<file path="src/verilog/fbpl_pkg.sv">
package fbpl_pkg;

  // Register indices; the byte address on the bus is four times the index.
  localparam logic [3:0] IDX_EESAVE   = 4'h5;
  localparam logic [3:0] IDX_STARTUP  = 4'h6;
  localparam logic [3:0] IDX_APP_END  = 4'h7;
  localparam logic [3:0] IDX_BOOT_END = 4'h8;
  localparam logic [3:0] IDX_LOCK     = 4'hA;
  localparam logic [3:0] IDX_STATUS   = 4'hB;

  // Field positions.
  localparam int unsigned EESAVE_BIT  = 0;
  localparam int unsigned SUT_MSB     = 2;
  localparam int unsigned ST_LOADED   = 0;
  localparam int unsigned ST_RUNNING  = 1;
  localparam int unsigned ST_LOCKED   = 2;
  localparam int unsigned ST_EESAVE   = 3;

  // Reset values and the unlock key.
  localparam logic [7:0] LOCK_KEY     = 8'hC5;
  localparam logic [7:0] BYTE_RST     = 8'h00;
  localparam logic [2:0] SUT_RST      = 3'h0;

  // Last fuse load step; five fuse bytes are fetched at start-up.
  localparam logic [2:0] FUSE_LAST    = 3'h4;

  // Timing: one millisecond of start-up delay at the core clock rate.
  localparam int unsigned T_MS_NS      = 1000000;
  localparam int unsigned CLK_PERIOD_NS = 20;
  localparam int unsigned MS_CYC_DEF   = T_MS_NS / CLK_PERIOD_NS;

  typedef enum logic [1:0] {
    SECT_BOOT = 2'h0,
    SECT_APP  = 2'h1,
    SECT_DATA = 2'h2
  } fbpl_sect_t;

  typedef enum logic [1:0] {
    ST_LOAD  = 2'b00,
    ST_DELAY = 2'b01,
    ST_RUN   = 2'b11
  } fbpl_state_t;

  // Byte address of a limit given in 256-byte blocks.
  function automatic logic [15:0] blk_base(input logic [7:0] lim);
    blk_base = {lim, 8'h00};
  endfunction : blk_base

  // Fuse offset fetched at each load step.
  function automatic logic [3:0] fuse_off(input logic [2:0] step);
    unique case (step)
      3'h0:    fuse_off = IDX_EESAVE;
      3'h1:    fuse_off = IDX_STARTUP;
      3'h2:    fuse_off = IDX_APP_END;
      3'h3:    fuse_off = IDX_BOOT_END;
      default: fuse_off = IDX_LOCK;
    endcase
  endfunction : fuse_off

endpackage : fbpl_pkg

</file>
<file path="src/verilog/fbpl_part_map.sv">
`timescale 1ns/1ns
`default_nettype none
module fbpl_part_map
  import fbpl_pkg::*;
(
  input  wire logic [7:0]  boot_lim_i,
  input  wire logic [7:0]  app_lim_i,
  input  wire logic [15:0] addr_i,
  output fbpl_sect_t       sect_o
);

  logic [15:0] boot_top;
  logic [15:0] app_top;

  assign boot_top = blk_base(boot_lim_i);
  assign app_top  = blk_base(app_lim_i);

  always_comb begin
    if (boot_lim_i == BYTE_RST) begin
      sect_o = SECT_BOOT;
    end else if (addr_i < boot_top) begin
      sect_o = SECT_BOOT;
    end else if (app_lim_i == BYTE_RST) begin
      sect_o = SECT_APP;
    end else if (addr_i < app_top) begin
      sect_o = SECT_APP;
    end else begin
      sect_o = SECT_DATA;
    end
  end

endmodule : fbpl_part_map
`default_nettype wire

</file>
<file path="src/verilog/fbpl_top.sv">
// How it works
// Start-up code 0..7 holds code execution for 0,1,2,4,8,16,32,64 ms.
// Application end byte marks code end in 256-byte blocks from flash start.
// Flash above the application code end is application data.
// Application end zero makes all flash above boot end application code.
// Boot end byte sets the boot section top in 256-byte blocks.
// Boot end zero makes the whole flash the boot section.
// Both limits zero means every address is boot.
// Only lock key 0xC5 unlocks; any other value locks.
// Locked debug port gets no bus access, only the info block.
// Each fuse byte is copied into its configuration fields at start-up.
// Locked chip erase always erases data memory, ignoring the save bit.
// Below boot top is boot, below app top is code, rest data.
// Fuses are decoded once after reset and held until next reset; a lock register write other than 0xC5 sets the lock at once.
//
// The APB interface to the registers was chosen for this implementation.
`timescale 1ns/1ns
`default_nettype none
module fbpl_top
  import fbpl_pkg::*;
#(
  parameter int unsigned MS_CYCLES = MS_CYC_DEF
) (
  input  wire logic        core_clk_i,
  input  wire logic        resetn_i,
  input  wire logic        clk_en_i,
  // APB slave.
  input  wire logic        psel_i,
  input  wire logic        penable_i,
  input  wire logic        pwrite_i,
  input  wire logic [11:0] paddr_i,
  input  wire logic [31:0] pwdata_i,
  output logic             pready_o,
  output logic [31:0]      prdata_o,
  output logic             pslverr_o,
  // Fuse row read port.
  output logic             fuse_rd_o,
  output logic [3:0]       fuse_addr_o,
  input  wire logic        fuse_ack_i,
  input  wire logic [7:0]  fuse_data_i,
  // Start-up outputs.
  output logic             cfg_valid_o,
  output logic             cpu_run_o,
  output logic [2:0]       startup_delay_sel_o,
  output logic [7:0]       app_code_limit_o,
  output logic [7:0]       boot_code_limit_o,
  output logic             eesave_o,
  // Flash access control.
  input  wire logic [15:0] flash_addr_i,
  output logic [1:0]       flash_sect_o,
  // Single-pin debug port.
  input  wire logic        dbg_req_i,
  input  wire logic        dbg_sib_i,
  output logic             dbg_grant_o,
  output logic             dbg_deny_o,
  output logic             locked_o,
  // Chip erase.
  input  wire logic        chip_erase_i,
  output logic             erase_eeprom_o
);

  typedef struct packed {
    fbpl_state_t state;
    logic [2:0]  step;
    logic        rd_pend;
    logic        fuse_rd;
    logic [3:0]  fuse_addr;
    logic        eesave;
    logic [2:0]  startup_delay_sel;
    logic [7:0]  app_lim;
    logic [7:0]  boot_lim;
    logic [7:0]  key;
    logic [7:0]  key_pend;
    logic        cfg_valid;
    logic        locked;
    logic [31:0] cnt;
    logic        run;
    logic        pready;
    logic [31:0] prdata;
    logic        pslverr;
    logic [1:0]  sect;
    logic        grant;
    logic        deny;
    logic        erase_ee;
  } fbpl_state_s_t;

  fbpl_state_s_t q_r;
  fbpl_state_s_t q_nxt;

  fbpl_sect_t  sect_w;
  logic [31:0] delay_w;
  logic [3:0]  idx_w;
  logic        map_w;
  logic        ro_w;
  logic        loaded_w;
  logic [31:0] rd_w;

  // Delay in cycles for a start-up code; each step doubles from one millisecond.
  function automatic logic [31:0] delay_cyc(input logic [2:0] sel);
    logic [31:0] base;
    base = 32'(MS_CYCLES);
    if (sel == SUT_RST) begin
      delay_cyc = 32'h0000_0000;
    end else begin
      delay_cyc = base << (sel - 3'h1);
    end
  endfunction : delay_cyc

  fbpl_part_map u_map (
    .boot_lim_i (q_r.boot_lim),
    .app_lim_i  (q_r.app_lim),
    .addr_i     (flash_addr_i),
    .sect_o     (sect_w)
  );

  assign delay_w  = delay_cyc(q_r.startup_delay_sel);
  assign loaded_w = q_r.cfg_valid;
  assign idx_w    = paddr_i[5:2];
  assign map_w    = (paddr_i[11:6] == 6'h00) && (paddr_i[1:0] == 2'h0) &&
                    ((idx_w == IDX_EESAVE) || (idx_w == IDX_STARTUP) ||
                     (idx_w == IDX_APP_END) || (idx_w == IDX_BOOT_END) ||
                     (idx_w == IDX_LOCK) || (idx_w == IDX_STATUS));
  assign ro_w     = (idx_w != IDX_LOCK);

  always_comb begin
    rd_w = 32'h0000_0000;
    unique case (idx_w)
      IDX_EESAVE: begin
        rd_w[EESAVE_BIT] = q_r.eesave;
      end
      IDX_STARTUP: begin
        rd_w[SUT_MSB:0] = q_r.startup_delay_sel;
      end
      IDX_APP_END: begin
        rd_w[7:0] = q_r.app_lim;
      end
      IDX_BOOT_END: begin
        rd_w[7:0] = q_r.boot_lim;
      end
      IDX_LOCK: begin
        rd_w[7:0] = q_r.key_pend;
      end
      IDX_STATUS: begin
        rd_w[ST_LOADED]  = loaded_w;
        rd_w[ST_RUNNING] = q_r.run;
        rd_w[ST_LOCKED]  = q_r.locked;
        rd_w[ST_EESAVE]  = q_r.eesave;
      end
      default: begin
        rd_w = 32'h0000_0000;
      end
    endcase
  end

  always_comb begin
    q_nxt = q_r;
    q_nxt.fuse_rd = 1'b0;

    // Fuse fetch and start-up sequence.
    unique case (q_r.state)
      ST_LOAD: begin
        if (!q_r.rd_pend) begin
          q_nxt.fuse_rd   = 1'b1;
          q_nxt.fuse_addr = fuse_off(q_r.step);
          q_nxt.rd_pend   = 1'b1;
        end else if (fuse_ack_i) begin
          q_nxt.rd_pend = 1'b0;
          unique case (q_r.step)
            3'h0: begin
              q_nxt.eesave = fuse_data_i[EESAVE_BIT];
            end
            3'h1: begin
              q_nxt.startup_delay_sel = fuse_data_i[SUT_MSB:0];
            end
            3'h2: begin
              q_nxt.app_lim = fuse_data_i;
            end
            3'h3: begin
              q_nxt.boot_lim = fuse_data_i;
            end
            default: begin
              q_nxt.key      = fuse_data_i;
              q_nxt.key_pend = fuse_data_i;
              q_nxt.locked   = (fuse_data_i != LOCK_KEY);
            end
          endcase
          if (q_r.step == FUSE_LAST) begin
            q_nxt.state     = ST_DELAY;
            q_nxt.cfg_valid = 1'b1;
            q_nxt.cnt   = 32'h0000_0000;
          end else begin
            q_nxt.step = q_r.step + 3'h1;
          end
        end
      end
      ST_DELAY: begin
        if (q_r.cnt >= delay_w) begin
          q_nxt.state = ST_RUN;
          q_nxt.run   = 1'b1;
        end else begin
          q_nxt.cnt = q_r.cnt + 32'h0000_0001;
        end
      end
      ST_RUN: begin
        q_nxt.run = 1'b1;
      end
      default: begin
        q_nxt.state = ST_LOAD;
      end
    endcase

    // Flash section of the presented address, one cycle later.
    q_nxt.sect = sect_w;

    // Debug port gating; before the key is known the port counts as locked.
    q_nxt.grant = dbg_req_i && (!q_r.locked || dbg_sib_i);
    q_nxt.deny  = dbg_req_i && q_r.locked && !dbg_sib_i;

    // The save bit only protects data memory while the part is unlocked.
    q_nxt.erase_ee = chip_erase_i && (q_r.locked || !q_r.eesave);

    // APB: answer one cycle into the access phase, act on completion.
    q_nxt.pready = 1'b0;
    if (psel_i && penable_i && !q_r.pready) begin
      q_nxt.pready  = 1'b1;
      q_nxt.pslverr = !map_w || (pwrite_i && ro_w);
      q_nxt.prdata  = (map_w && !pwrite_i) ? rd_w : 32'h0000_0000;
    end
    if (psel_i && penable_i && q_r.pready) begin
      if (pwrite_i && map_w && !ro_w) begin
        q_nxt.key_pend = pwdata_i[7:0];
        // Locking takes effect at once; unlocking waits for the next load.
        if (pwdata_i[7:0] != LOCK_KEY) begin
          q_nxt.locked = 1'b1;
        end
      end
    end
  end

  always_ff @(posedge core_clk_i) begin
    if (!resetn_i) begin
      q_r.state     <= ST_LOAD;
      q_r.step      <= 3'h0;
      q_r.rd_pend   <= 1'b0;
      q_r.fuse_rd   <= 1'b0;
      q_r.fuse_addr <= 4'h0;
      q_r.eesave    <= 1'b0;
      q_r.startup_delay_sel       <= SUT_RST;
      q_r.app_lim   <= BYTE_RST;
      q_r.boot_lim  <= BYTE_RST;
      q_r.key       <= BYTE_RST;
      q_r.key_pend  <= BYTE_RST;
      q_r.cfg_valid <= 1'b0;
      q_r.locked    <= 1'b1;
      q_r.cnt       <= 32'h0000_0000;
      q_r.run       <= 1'b0;
      q_r.pready    <= 1'b0;
      q_r.prdata    <= 32'h0000_0000;
      q_r.pslverr   <= 1'b0;
      q_r.sect      <= SECT_BOOT;
      q_r.grant     <= 1'b0;
      q_r.deny      <= 1'b0;
      q_r.erase_ee  <= 1'b0;
    end else if (clk_en_i) begin
      q_r <= q_nxt;
    end
  end

  assign pready_o            = q_r.pready;
  assign prdata_o            = q_r.prdata;
  assign pslverr_o           = q_r.pslverr;
  assign fuse_rd_o           = q_r.fuse_rd;
  assign fuse_addr_o         = q_r.fuse_addr;
  assign cfg_valid_o         = q_r.cfg_valid;
  assign cpu_run_o           = q_r.run;
  assign startup_delay_sel_o = q_r.startup_delay_sel;
  assign app_code_limit_o    = q_r.app_lim;
  assign boot_code_limit_o   = q_r.boot_lim;
  assign eesave_o            = q_r.eesave;
  assign flash_sect_o        = q_r.sect;
  assign dbg_grant_o         = q_r.grant;
  assign dbg_deny_o          = q_r.deny;
  assign locked_o            = q_r.locked;
  assign erase_eeprom_o      = q_r.erase_ee;

endmodule : fbpl_top
`default_nettype wire

</file>
<file path="config.mk">
export PLATFORM = sky130hd
export DESIGN_NAME = fbpl_top
export DESIGN_NICKNAME = d
export VERILOG_FILES = /design/src/verilog/fbpl_pkg.sv /design/src/verilog/fbpl_part_map.sv /design/src/verilog/fbpl_top.sv
export SDC_FILE = /design/constraint.sdc
export NUM_CORES = 1
export LEC_CHECK = 0
export BUFFER_PORTS_ARGS = -buffer_cell sky130_fd_sc_hd__buf_2
export CAP_MARGIN = 20
export CORE_ASPECT_RATIO = 1.4
export CORE_MARGIN = 1.5
export CORE_UTILIZATION = 49
export DETAILED_ROUTE_END_ITERATION = 10
export MAX_ROUTING_LAYER = met4
export PLACE_DENSITY = 0.79
export SLEW_MARGIN = 10
export SYNTH_ARGS = -nofsm -noshare
export SYNTH_HDL_FRONTEND = slang
export SYNTH_SLANG_ARGS = --single-unit
</file>
<file path="constraint.sdc">
create_clock -name core_clk_i -period 3.4 [get_ports core_clk_i]
set_clock_uncertainty 0.05 [all_clocks]
set_input_delay 0.17 -clock core_clk_i [delete_from_list [all_inputs] [get_ports core_clk_i]]
set_output_delay 0.17 -clock core_clk_i [all_outputs]
set_load 0.01 [all_outputs]
</file>
; After elaboration in Yosys (flattened, before gate mapping)
; Index checks and enable logic that the tools add are counted.
[word_totals]
ff_bits = 121
in_bits = 78
output_inout_bits = 67
wordCells = 144
[op_classes]
add_sub_neg = 3
order_cmp = 3
n_eq_ne = 20
shift = 1
n_mux = 40
bitwise_logic = 4
n_reduce_logical = 51
[op_table]
columns = op, count
row1 = 70-bit two-way mux, 2
row2 = 32-bit two-way mux, 3
row3 = 32-bit one-hot mux with 2 select lines, 1
row4 = 43-bit two-way mux, 1
row5 = 8-bit two-way mux, 5
row6 = 5-bit AND reduction, 7
row7 = 34-bit two-way mux, 1
row8 = 32-bit by 1-bit adder with 32-bit output (second input constant), 1
row9 = 32-bit >= comparator, 1
row10 = 16-bit less-than comparator, 2
row11 = 16-bit by 3-bit << shifter with 32-bit output (first input constant), 1
row12 = 8-bit logical NOT, 2
row13 = 16-bit two-way mux, 1
row14 = 8-bit inequality test (second input constant), 2
row15 = 4-bit one-hot mux with 4 select lines, 1
row16 = 1-bit logical AND, 13
row17 = 4-bit by 3-bit equality test with 1-bit output (second input constant), 3
row18 = 4-bit equality test (second input constant), 3
row19 = 2-bit two-way mux, 6
row20 = 4-bit one-hot mux with 3 select lines, 1
row21 = 6-bit AND reduction, 2
row22 = 5-bit two-way mux, 2
row23 = 2-bit inequality test (second input constant), 5
row24 = 2-bit one-hot mux with 5 select lines, 1
row25 = other kinds (25), 55

; Depth between registers and ports, before layout
; Gate-level depths: netlist of the first run.
[logic_depth]
word_depth = 11
ltp_mapped = 18
depth_no_buf = 15

; Hierarchy
; From an unflattened synthesis of the first run, not the netlist that was laid out.
[hier_totals]
cells_unflattened = 727
area_unflattened_um2 = 5818.1
[by_module_without_submodules]
columns = mod, n_inst, cells_each, area_per_inst_um2, seq_area_each_um2
row1 = fbpl_top, 1, 671, 5385.2, 1781.7
row2 = fbpl_part_map, 1, 56, 432.9, 0.0

; Worst setup path before layout of the first run
; Ideal clock, no wire load.
[synth_path]
path_kind = reg2reg
start = register q_r (netlist bit startup_delay_sel_o[0])
end = register q_r[61] (netlist name)
setup_time_ps = 70
arrival_ps = 3576
required_time_ps = 3280
setup_slack_ps = -296
path_stages_with_launch = 17
n_path_buf = 3
period_less_slack_ps = 3696
cell_sequence = dfxtp_1 > clkbuf_1 > inv_1 > ha_1 > clkbuf_1 > xor2_1 > ha_1 > nand2_1 > ha_1 > a2111oi_2 > nand3_1 > a221oi_4 > and4_4 > nor2_2 > buf_6 > or4_1 > a21oi_1
[synth_via]
elab_chain_len = 6
word_cells_on_any_way = 7
classes_between = add/sub: 1 / order compare: 1 / eq/ne: 1 / shift: 1 / mux: 1 / reduce/logical: 2
[synth_lines]
columns = element, line
row1 = from (decl), fbpl_top.sv:87  ; fbpl_state_s_t q_r;
row2 = from (signal assigned), fbpl_top.sv:265  ; q_r <= q_nxt;
row3 = 3-bit by 1-bit subtractor with 3-bit output, fbpl_top.sv:105  ; delay_cyc = base << (sel - 3'h1);
row4 = 16-bit by 3-bit << shifter with 32-bit output, fbpl_top.sv:105
row5 = 32-bit two-way mux *, fbpl_top.sv:102  ; if (sel == SUT_RST) begin
row6 = 32-bit >= comparator *, fbpl_top.sv:197  ; if (q_r.cnt >= delay_w) begin
row7 = 2-bit inequality test (no source line) *, -
row8 = 6-bit AND reduction (no source line) *, -
; Mark *: on every way between the ends. The rest lies on a longest branch, timed or not.
; A chain may end at the register's enable or synchronous reset.

; Worst setup path after layout of the first run
[layout_path]
start = register q_r (netlist bit startup_delay_sel_o[0])
end = register q_r[47] (netlist name)
; The elaborated chain is that of the path after synthesis.

==> results.md, run 1 <==
- Num rows: 46
- TritonCTS Buffers: 9
- Setup CP Type: register to register
- Core Area: 0.0113 mm²
- Status: completed
- Die Wd: 94.0 µm
- Utilization after layout: 0.578
- Number of synthesized flops with an enable pin: 0
- Post-synthesis cell type count: 63
- Most frequent cells in the layout: buf_2 (88), dfxtp_1 (87), nand2_1 (82)
- Async SR Flop Fraction: 0
- Number of global-route vias before repair: 5157
- GRT Total Usage: 0.259
- Crit path DAT: 3600 ps
- Fmax: 297 MHz
- Finish-stage setup viols: 0
- CTS Buffer Depth: 2
- P&R area growth vs syn: 15.4%
- Largest net degree at the start of global routing: 47
- Final ANT Viol Nets: 0
- Vias/cell: 5.78
- P_leak: 0.00270 µW
- Ant. Diodes: 0
- Hold Fails Final Rpt: 0
- I/O pin count: 145
- CTS sink cnt: 89
- Worst hold path class: input port to register
- Tcrit/Tclk final: 0.991
- Share of layout cells above drive strength 1: 0.224
- Synth warn: 0
- Nets: 905
- Cell Area, Synth: 0.00568 mm²
- Total iterations of the first detailed-routing run: 5
- GR Overflow Total: 0
- Area of the multi-input gates: 0.00343 mm²
- CP startpoint: startup_delay_sel_o[0]
- Die height: 130 µm
- Vias post-DR: 5378
- Root Driver: clkbuf_16
- Max Slew Vio Count: 0
- Post-DP Area: 0.00606 mm²
- Worst hold path startpoint: chip_erase_i
- Crit path max fanout: 8
- Crit path required time: 3630 ps
- Pint: 1780 µW
- First-pass GRT wire length: 24200 µm
- Slew margin rel.: 0.295
- Total power: 2340 µW
- Worst-path clk slew: 70 ps
- Yosys reg bits: 89
- DRC Markers: 0
- H-tree depth: 3
- Hpwl dp: 10800 µm
- Area of the die: 0.0123 mm²
- Fillcell total: 1034
- Power share of the combinational group: 0.074
- 1st-iter DRT viols: 318
- Sequential cell area: 0.00178 mm²
- Startpoint Class: register
- Sw Ratio: 0.239
- Mapped Cells: 714
- Total Wirelength: 15300 µm
- Synthesized area per cell: 7.95 µm²
- Tightest Pin Transition: 1050 ps
- Pwr/cell area: 357 mW/mm²
- Initial core utilization: 0.501
- Flop pwr share: 0.453
- Worst r2r src: startup_delay_sel_o[0]
- Per-cell routed wire length: 16.5 µm
- RD Place Congestion: 0.934
- Psw: 558 µW
- Initial antenna violation count: 0
- Fin area: 0.00655 mm²
- Ys flop type: dfxtp_1
- TritonCTS clock tree: done
- I/O Buffers: 88
- Commonest non-fill, non-tap cell in the layout: buf_2
- Min Tclk post-route: 3370 ps
- Max_cap viols: 0
- Register area share after synthesis: 0.314
- Endpoint class of the critical path: register
- Worst vdd ir: 0.241 mV
- Clk pwr share: 0.473
- Clock Latency Late Sink: 350 ps
-- Yosys cell counts, drive strengths merged (2+ instances only) --
master,instances,share of area
nand2b,12,0.013
or3,7,0.0077
nor2,51,0.034
o211ai,9,0.013
a22oi,7,0.0093
o21a,2,0.0026
nand4b,3,0.0046
o21ai,40,0.035
o221a,2,0.0040
o2111ai,2,0.0031
and3,4,0.0044
ha,45,0.099
a21oi,60,0.054
or2,3,0.0033
dfxtp,89,0.31
nand3,25,0.022
buf,66,0.084
o31ai,12,0.016
nand2,83,0.055
nor4,14,0.017
a221oi,2,0.0062
a31o,2,0.0031
a2bb2oi,2,0.0031
o221ai,2,0.0031
or4,18,0.024
and2,14,0.015
nand4,9,0.0099
mux2i,19,0.033
a211o,2,0.0031
nor3,11,0.0097
a211oi,5,0.0066
inv,34,0.022
xnor2,3,0.0046
clkbuf,24,0.016
a21o,7,0.0093
nor2b,4,0.0044
and4,4,0.0071
-- cell type report --
type | instances | area share
inverters | 35 | 0.0204
well taps | 144 | 0.0275
multi-input cells | 525 | 0.523
clock inverters | 6 | 0.0137
repair buffers | 122 | 0.107
flip-flops and latches | 89 | 0.272
clock buffers | 10 | 0.0365
-- per-stage QoR --
step	hold slack [ps]	instances	setup TNS (ps)	worst slack, ps
finish	60.3	931	0	29.1
global route	73.4	931	-2410	-166
global placement	389	910	-1280	-119
floorplan	258	737	0	16.9
CTS	51.8	928	-18.1	-18.1
detailed placement	393	910	-2620	-210
-- worst max-delay path: stages (launching register included) --
cell and delay [ps]:
dfxtp_2 350, inv_4 60, ha_4 180, buf_4 140, buf_6 120, nand2_2 60
o21ai_1 80, a2bb2oi_2 210, ha_1 280, a21o_1 170, a21o_1 180, a221oi_4 340
and4_4 350, nor2_2 120, or4_1 480, a21oi_1 150
-- power groups by stage --
| stage | combinational [µW] | clock (µW) | sequential [µW] |
|---|---|---|---|
| floorplan | 124 | 0 | 1080 |
| detailed placement | 170 | 0 | 1080 |
| CTS | 171 | 1120 | 1060 |
| finish | 173 | 1110 | 1060 |
| global route | 193 | 1160 | 1060 |
| global placement | 167 | 0 | 1080 |
-- timing repair --
item                                    in CTS  in global routing
setup buffers                                1                  2
pin swaps                                    6                 13
gates resized for setup                      6                 20
hold buffers                                 0                  0
cloned                                       1                  1
endpoints found under the setup margin      22                 22
-- routing by layer --
layer  track usage  share of wire
met5             -              0
met4         0.146          0.051
met3        0.0411          0.049
met2         0.458           0.52
met1         0.274           0.38
-- worst paths after layout --
check / slack (ps) / to / cells after the start
min: 60 / erase_eeprom_o / 3
max: 30 / q_r[47] / 15
max reg2reg: 30 / q_r[47] / 15
min reg2reg: 400 / prdata_o[2] / 2
-- kinds of logic (layout without fill, tap and decap cells) --
kind of cell / count (synthesis) / in the layout / synth area share
buffers and inverters: 125 / 173 / 0.123
xor gates and xnor gates: 4 / 4 / 0.00617
DFF: 89 / 89 / 0.314
muxes: 19 / 19 / 0.0335
AOI/OAI and AO/OA: 164 / 164 / 0.184
adders and majority gates: 45 / 45 / 0.0992
and+or+nand+nor: 267 / 269 / 0.240
other: 1 / 24 / 0.000660
-- registers in the layout, summed over array words and instances, names as in the netlist --
name                 flops
q_r                     46
app_code_limit_o         8
boot_code_limit_o        8
prdata_o                 8
fuse_addr_o              4
startup_delay_sel_o      3
flash_sect_o             2
cfg_valid_o              1
cpu_run_o                1
dbg_deny_o               1
dbg_grant_o              1
eesave_o                 1
erase_eeprom_o           1
fuse_rd_o                1
locked_o                 1
pready_o                 1
pslverr_o                1
(Power assumes the default switching activity.)
==> inputs of run 2 (changes only) <==
--- a/config.mk
+++ b/config.mk
@@ -7,11 +7,9 @@
 export LEC_CHECK = 0
 export BUFFER_PORTS_ARGS = -buffer_cell sky130_fd_sc_hd__buf_2
 export CAP_MARGIN = 20
-export CORE_ASPECT_RATIO = 1.4
 export CORE_MARGIN = 1.5
 export CORE_UTILIZATION = 49
 export DETAILED_ROUTE_END_ITERATION = 10
-export MAX_ROUTING_LAYER = met4
 export PLACE_DENSITY = 0.79
 export SLEW_MARGIN = 10
 export SYNTH_ARGS = -nofsm -noshare
==> run 2 against run 1 <==
- power fell by 3.9%
- first-iteration DRC count increased by 38%
- sequential share of layout area increased by 0.48 points
- largest cell class unchanged
- worst setup slack improved by 46 ps
- flip-flop and latch count unchanged
- non-clock buffer count is 8 lower
- sequential power about the same
- die area about the same
- hold slack lost 2.8 ps
- core utilization fell by 1.1 points
- global-route usage fell by 3.4 points
- cell count fell by 0.97%
==> results.md, run 2 (synthesis gave the netlist of run 1 again) <==
- Setup WS post-layout: 74.7 ps
- TritonCTS clock tree: done
- Most flop-heavy register: q_r
- Worst-path clk slew: 70 ps
- Final ANT Viol Nets: 0
- Worst vdd ir: 0.203 mV
- Setup CP Type: register to register
- Initial antenna violation count: 0
- Fmax: 301 MHz
- Number of global-route vias before repair: 4623
- Hold Fails Final Rpt: 0
- Endpoint class of the critical path: register
- Hold-fix buffers, CTS: 0
- Max_cap viols: 0
- Most frequent cells in the layout: buf_2 (88), dfxtp_1 (86), nand2_1 (82)
- CTS Buffer Depth: 2
- Hpwl dp: 10100 µm
- 1st-iter DRT viols: 440
- Tcrit/Tclk final: 0.978
- Largest net degree at the start of global routing: 46
- Crit path max fanout: 10
- Nets: 897
- Finish-stage setup viols: 0
- P&R area growth vs syn: 13.5%
- Non-Filler Instances: 922
- Per-cell routed wire length: 15.5 µm
- Status: completed
- GR Overflow Total: 0
- Die Wd: 111 µm
- Max Slew Vio Count: 0
- Vias post-DR: 5271
- Ant. Diodes: 0
- Fillcell total: 1026
- Placed Cells: 897
- Startpoint Class: register
- TritonCTS Buffers: 9
- P_leak: 0.00265 µW
- I/O Buffers: 88
- Max reg flops: 46
- Crit path required time: 3620 ps
- I/O pin count: 145
- Die height: 111 µm
- Pre-CTS setup slack: -189 ps
- First-pass GRT wire length: 22700 µm
- Total Wirelength: 14300 µm
- GRT Total Usage: 0.225
- Slew margin rel.: 0.527
- RD Place Congestion: 0.929
- Clock Latency Late Sink: 350 ps
- Min Tclk post-route: 3330 ps
- Area of the die: 0.0122 mm²
- Share of layout cells above drive strength 1: 0.213
- Pwr/cell area: 349 mW/mm²
- Worst hold path class: input port to register
- Vias/cell: 5.72
- Initial core utilization: 0.499
- H-tree depth: 3
- Worst hold slack: 57.5 ps
- DRC Markers: 0
- Commonest non-fill, non-tap cell in the layout: buf_2
- Tightest Pin Transition: 707 ps
- Num rows: 39
- Root Driver: clkbuf_16
- CTS sink cnt: 89
- Total iterations of the first detailed-routing run: 5
- Core Area: 0.0114 mm²
- Crit path DAT: 3550 ps
==> run 2: cell count changes in the layout (fill, tap and decap cells not counted), sizes merged <==
cell      previous run  this run
buf                122       114
bufinv               2         1
clkinv               3         4
clkinvlp             1         0
inv                 35        36
==> run 2: metal layers <==
metal	part of all wire	wire length, µm	global-route usage
met5	0	0	0
met4	0.024	338	0.0872
met3	0.068	979	0.0362
met2	0.45	6380	0.349
met1	0.46	6620	0.314
==> run 2: report_power, final <==
group / leakage (µW) / internal [µW] / switching [µW]
Clock: 0.000147 / 575 / 444
Combinational: 0.00178 / 63.4 / 108
Sequential: 0.000720 / 1050 / 7.19
Total: 0.00265 / 1690 / 559
==> run 2: worst paths after layout <==
| kind | endpoint | slack, ps | cells after the start | from |
|---|---|---|---|---|
| worst max-delay path | q_r[61] | 70 | 14 | startup_delay_sel_o[0] |
| worst min-delay path | dbg_deny_o | 60 | 3 | dbg_req_i |
| worst max register to register | q_r[61] | 70 | 14 | startup_delay_sel_o[0] |
| worst min register to register | prdata_o[2] | 410 | 2 | prdata_o[2] |
==> run 2: critical path: stages (launching register included) <==
cell      delay [ps]
dfxtp_2          330
inv_2             60
ha_4             180
buf_4            160
nand2b_1         160
nand2_1          110
nand2_2           80
ha_1             290
and4bb_4         220
and4_4           210
a221oi_4         290
and4_4           350
nor2_4            90
or4_1            510
a21oi_1          150
==> run 2: layout make-up <==
class                           count  area (µm²)  share of cell area
Multi-Input combinational cell    525        3420               0.530
Sequential cell                    89        1790               0.277
Timing Repair Buffer              114         636              0.0986
Tap cell                          143         179              0.0278
Inverter                           35         131              0.0204
Clock inverter                      6        66.3              0.0103
Clock buffer                       10         229              0.0355
==> run 2: per-stage QoR <==
stage                     total power (µW)  utilization  cell area [µm²]  TNS, ps
after floorplan                       1210            -             5780        0
after global placement                1250        0.525             5970     -795
after detailed placement              1250        0.525             5970    -2470
after CTS                             2250        0.552             6270        0
after global routing                  2330        0.567             6440     -341
final                                 2250        0.567             6440        0
==> run 2: what timing repair did <==
item / CTS / global route
setup buffers: 0 / 7
endpoints found under the setup margin: 16 / 22
pin swaps: 0 / 9
cloned: 0 / 2
resized for setup: 1 / 22
==> inputs of run 3 (changes only) <==
--- a/config.mk
+++ b/config.mk
@@ -5,13 +5,15 @@
 export SDC_FILE = /design/constraint.sdc
 export NUM_CORES = 1
 export LEC_CHECK = 0
+export ABC_AREA = 1
 export BUFFER_PORTS_ARGS = -buffer_cell sky130_fd_sc_hd__buf_2
 export CAP_MARGIN = 20
+export CORE_ASPECT_RATIO = 0.9
 export CORE_MARGIN = 1.5
 export CORE_UTILIZATION = 49
 export DETAILED_ROUTE_END_ITERATION = 10
-export PLACE_DENSITY = 0.79
-export SLEW_MARGIN = 10
+export PLACE_DENSITY = 0.78
+export SLEW_MARGIN = 20
 export SYNTH_ARGS = -nofsm -noshare
 export SYNTH_HDL_FRONTEND = slang
 export SYNTH_SLANG_ARGS = --single-unit
==> run 3 against run 2 <==
- count of clock-buffer cells in the layout is 1 lower
- sequential power hardly changed
- synthesized cell count up 24%
- non-clock buffer count fell by 14
- register-to-register slack better by 170 ps
- die area grew 5.4%
- fmax rose by 5.4%
- critical path type unchanged
- largest power group unchanged
==> results.md, run 3 <==
- Status: completed
- Max Slew Vio Count: 0
- Vias/cell: 5.21
- Hold Fails Final Rpt: 0
- Setup CP Type: register to register
- CTS Buffer Depth: 2
- Clock Latency Late Sink: 350 ps
- Largest net degree at the start of global routing: 56
- Max reg flops: 46
- Utilization after layout: 0.554
- Number of synthesized flops with an enable pin: 0
- Mux share of post-synthesis cell area: 0
- Num rows: 38
- Nets: 1060
- Tightest Pin Transition: 1050 ps
- Cell Area, Synth: 0.00599 mm²
- Fmax: 317 MHz
- Hold-fix buffers, CTS: 0
- Yosys top cell area share: 0.297
- Area share of fa/ha/maj cells after synthesis: 0.0939
- Slew margin rel.: 0.300
- Min Tclk post-route: 3150 ps
- Synthesized area per cell: 6.78 µm²
- Initial antenna violation count: 0
- Worst hold path class: input port to register
- Ant. Diodes: 0
- First-pass GRT wire length: 24100 µm
- Crit path DAT: 3370 ps
- Register area share after synthesis: 0.297
- TritonCTS clock tree: done
- Xor/xnor share of the synthesized area: 0.0219
- Core Area: 0.0120 mm²
- Commonest non-fill, non-tap cell in the layout: nand2_1
- Die height: 108 µm
- Simple-gate portion of the synthesized area: 0.290
- Root Driver: clkbuf_16
- Complex-gate fraction of the synthesized area: 0.147
- Initial core utilization: 0.500
- Endpoint class of the critical path: register
- Post-synthesis cell type count: 40
- Die Wd: 120 µm
- Pwr/cell area: 344 mW/mm²
- Per-cell routed wire length: 13.7 µm
- Top post-synthesis cells by area: dfxtp_1 (30%), nand2_1 (12%), ha_1 (9.4%)
- DRC Markers: 0
- Ys flop type: dfxtp_1
- Worst r2r src: startup_delay_sel_o[0]
- Max_cap viols: 0
- Hpwl dp: 11200 µm
- Tcrit/Tclk final: 0.928
- TritonCTS Buffers: 9
- Area leader, netlist: dfxtp_1
- I/O Buffers: 88
- Worst-path clk slew: 70 ps
- Worst hold path startpoint: chip_erase_i
- Area of the die: 0.0129 mm²
- Mapped Cells: 884
- Final ANT Viol Nets: 0
- Startpoint Class: register
- Total iterations of the first detailed-routing run: 5
- 1st-iter DRT viols: 567
- Pre-CTS setup slack: 173 ps
- Largest family of logic cells by synthesized area: simple AND/OR/NAND/NOR gates
- RD Place Congestion: 0.946
- Most common cell in the netlist: nand2_1
- Total Wirelength: 15100 µm
- GRT Total Usage: 0.233
- Synth cell count leaders: nand2_1 (190), a21oi_1 (91), inv_1 (91), dfxtp_1 (89), nor2_1 (84)
- Vias post-DR: 5743
- Setup WS post-layout: 245 ps
- P&R area growth vs syn: 10.8%
- Yosys reg bits: 89
- H-tree depth: 3
- Most frequent cells in the layout: nand2_1 (188), inv_1 (90), dfxtp_1 (89)
- P_leak: 0.00283 µW
- I/O pin count: 145
- Share of layout cells above drive strength 1: 0.156
- GR Overflow Total: 0
- Finish-stage setup viols: 0
- Async SR Flop Fraction: 0
- Most flop-heavy register: q_r
- Worst vdd ir: 0.275 mV
- Synth warn: 0
- Fillcell total: 1177
- Crit path required time: 3610 ps
- Crit path max fanout: 12
- CTS sink cnt: 89
- Number of global-route vias before repair: 4841
- CP startpoint: startup_delay_sel_o[0]
-- run 3: changes by cell type after synthesis, sizes merged, moves of 31 or more --
cell / previous run / this run
a21oi: 60 / 91
nand3: 25 / 64
inv: 34 / 95
nand2: 83 / 193
nor2: 51 / 87
-- run 3: cell type report --
class                           count  area (µm²)  area share
Clock inverter                      7        78.8      0.0119
Clock buffer                        9         225      0.0339
Timing Repair Buffer              100         554      0.0835
Tap cell                          160         200      0.0301
Sequential cell                    89        1780       0.268
Multi-Input combinational cell    641        3440       0.518
Inverter                           96         360      0.0543
-- run 3: critical path, stage by stage (launching register included) --
cell and delay [ps]:
dfxtp_1 330, inv_1 60, buf_4 150, ha_1 320, inv_1 90, ha_1 280
or2_2 290, ha_1 290, nand2_1 80, nor2_2 120, and2_1 120, nand2_1 50
nand3_1 90, nand2_1 70, nand2_2 90, nand2_2 100, nand2_4 130, buf_8 140
nand2_1 60, a21oi_1 140
-- run 3: power by group --
part	leakage (µW)	switching (µW)	internal (µW)
Combinational	0.00197	136	66.2
Clock	0.000138	444	574
Sequential	0.000719	9.53	1060
-- run 3: metrics by stage --
stage,total power [µW],cells,area [µm²],hold slack (ps),TNS (ps)
after floorplan,1240,907,6080,275,0
after global placement,1280,1085,6270,378,0
after detailed placement,1290,1085,6270,388,0
after CTS,2300,1101,6580,37.7,0
after global routing,2370,1102,6640,69.6,-20.6
final,2290,1102,6640,43.3,0
-- run 3: path summary, 6_finish.rpt --
check | end | slack [ps] | cells past startpoint
max reg2reg | q_r[52] | 250 | 19
min reg2reg | q_r[71] | 400 | 2
min | erase_eeprom_o | 40 | 3
max | q_r[52] | 250 | 19
-- run 3: kinds of logic (layout without fill, tap and decap cells) --
family | after synthesis | in the layout
buf+inv | 177 | 212
xor+xnor | 15 | 15
fa+ha+maj | 45 | 45
compound gates | 168 | 168
simple gates | 389 | 389
other cells | 1 | 24
flops | 89 | 89
-- run 3: timing repair --
item | CTS | global route
endpoints found under the setup margin | 0 | 30
hold endpoints to repair | 0 | 0
gates resized for setup | 0 | 17
setup buffers | 0 | 1
-- run 3: per-layer routing --
| metal | routed length (µm) | part of all wire | vias to the layer above | GRT usage |
|---|---|---|---|---|
| met5 | 0 | 0 | - | 0 |
| met4 | 169 | 0.011 | 0 | 0.0587 |
| met3 | 1400 | 0.093 | 15 | 0.0466 |
| met2 | 6450 | 0.43 | 257 | 0.343 |
| met1 | 7050 | 0.47 | 2536 | 0.346 |
| li1 | - | - | 2935 | - |
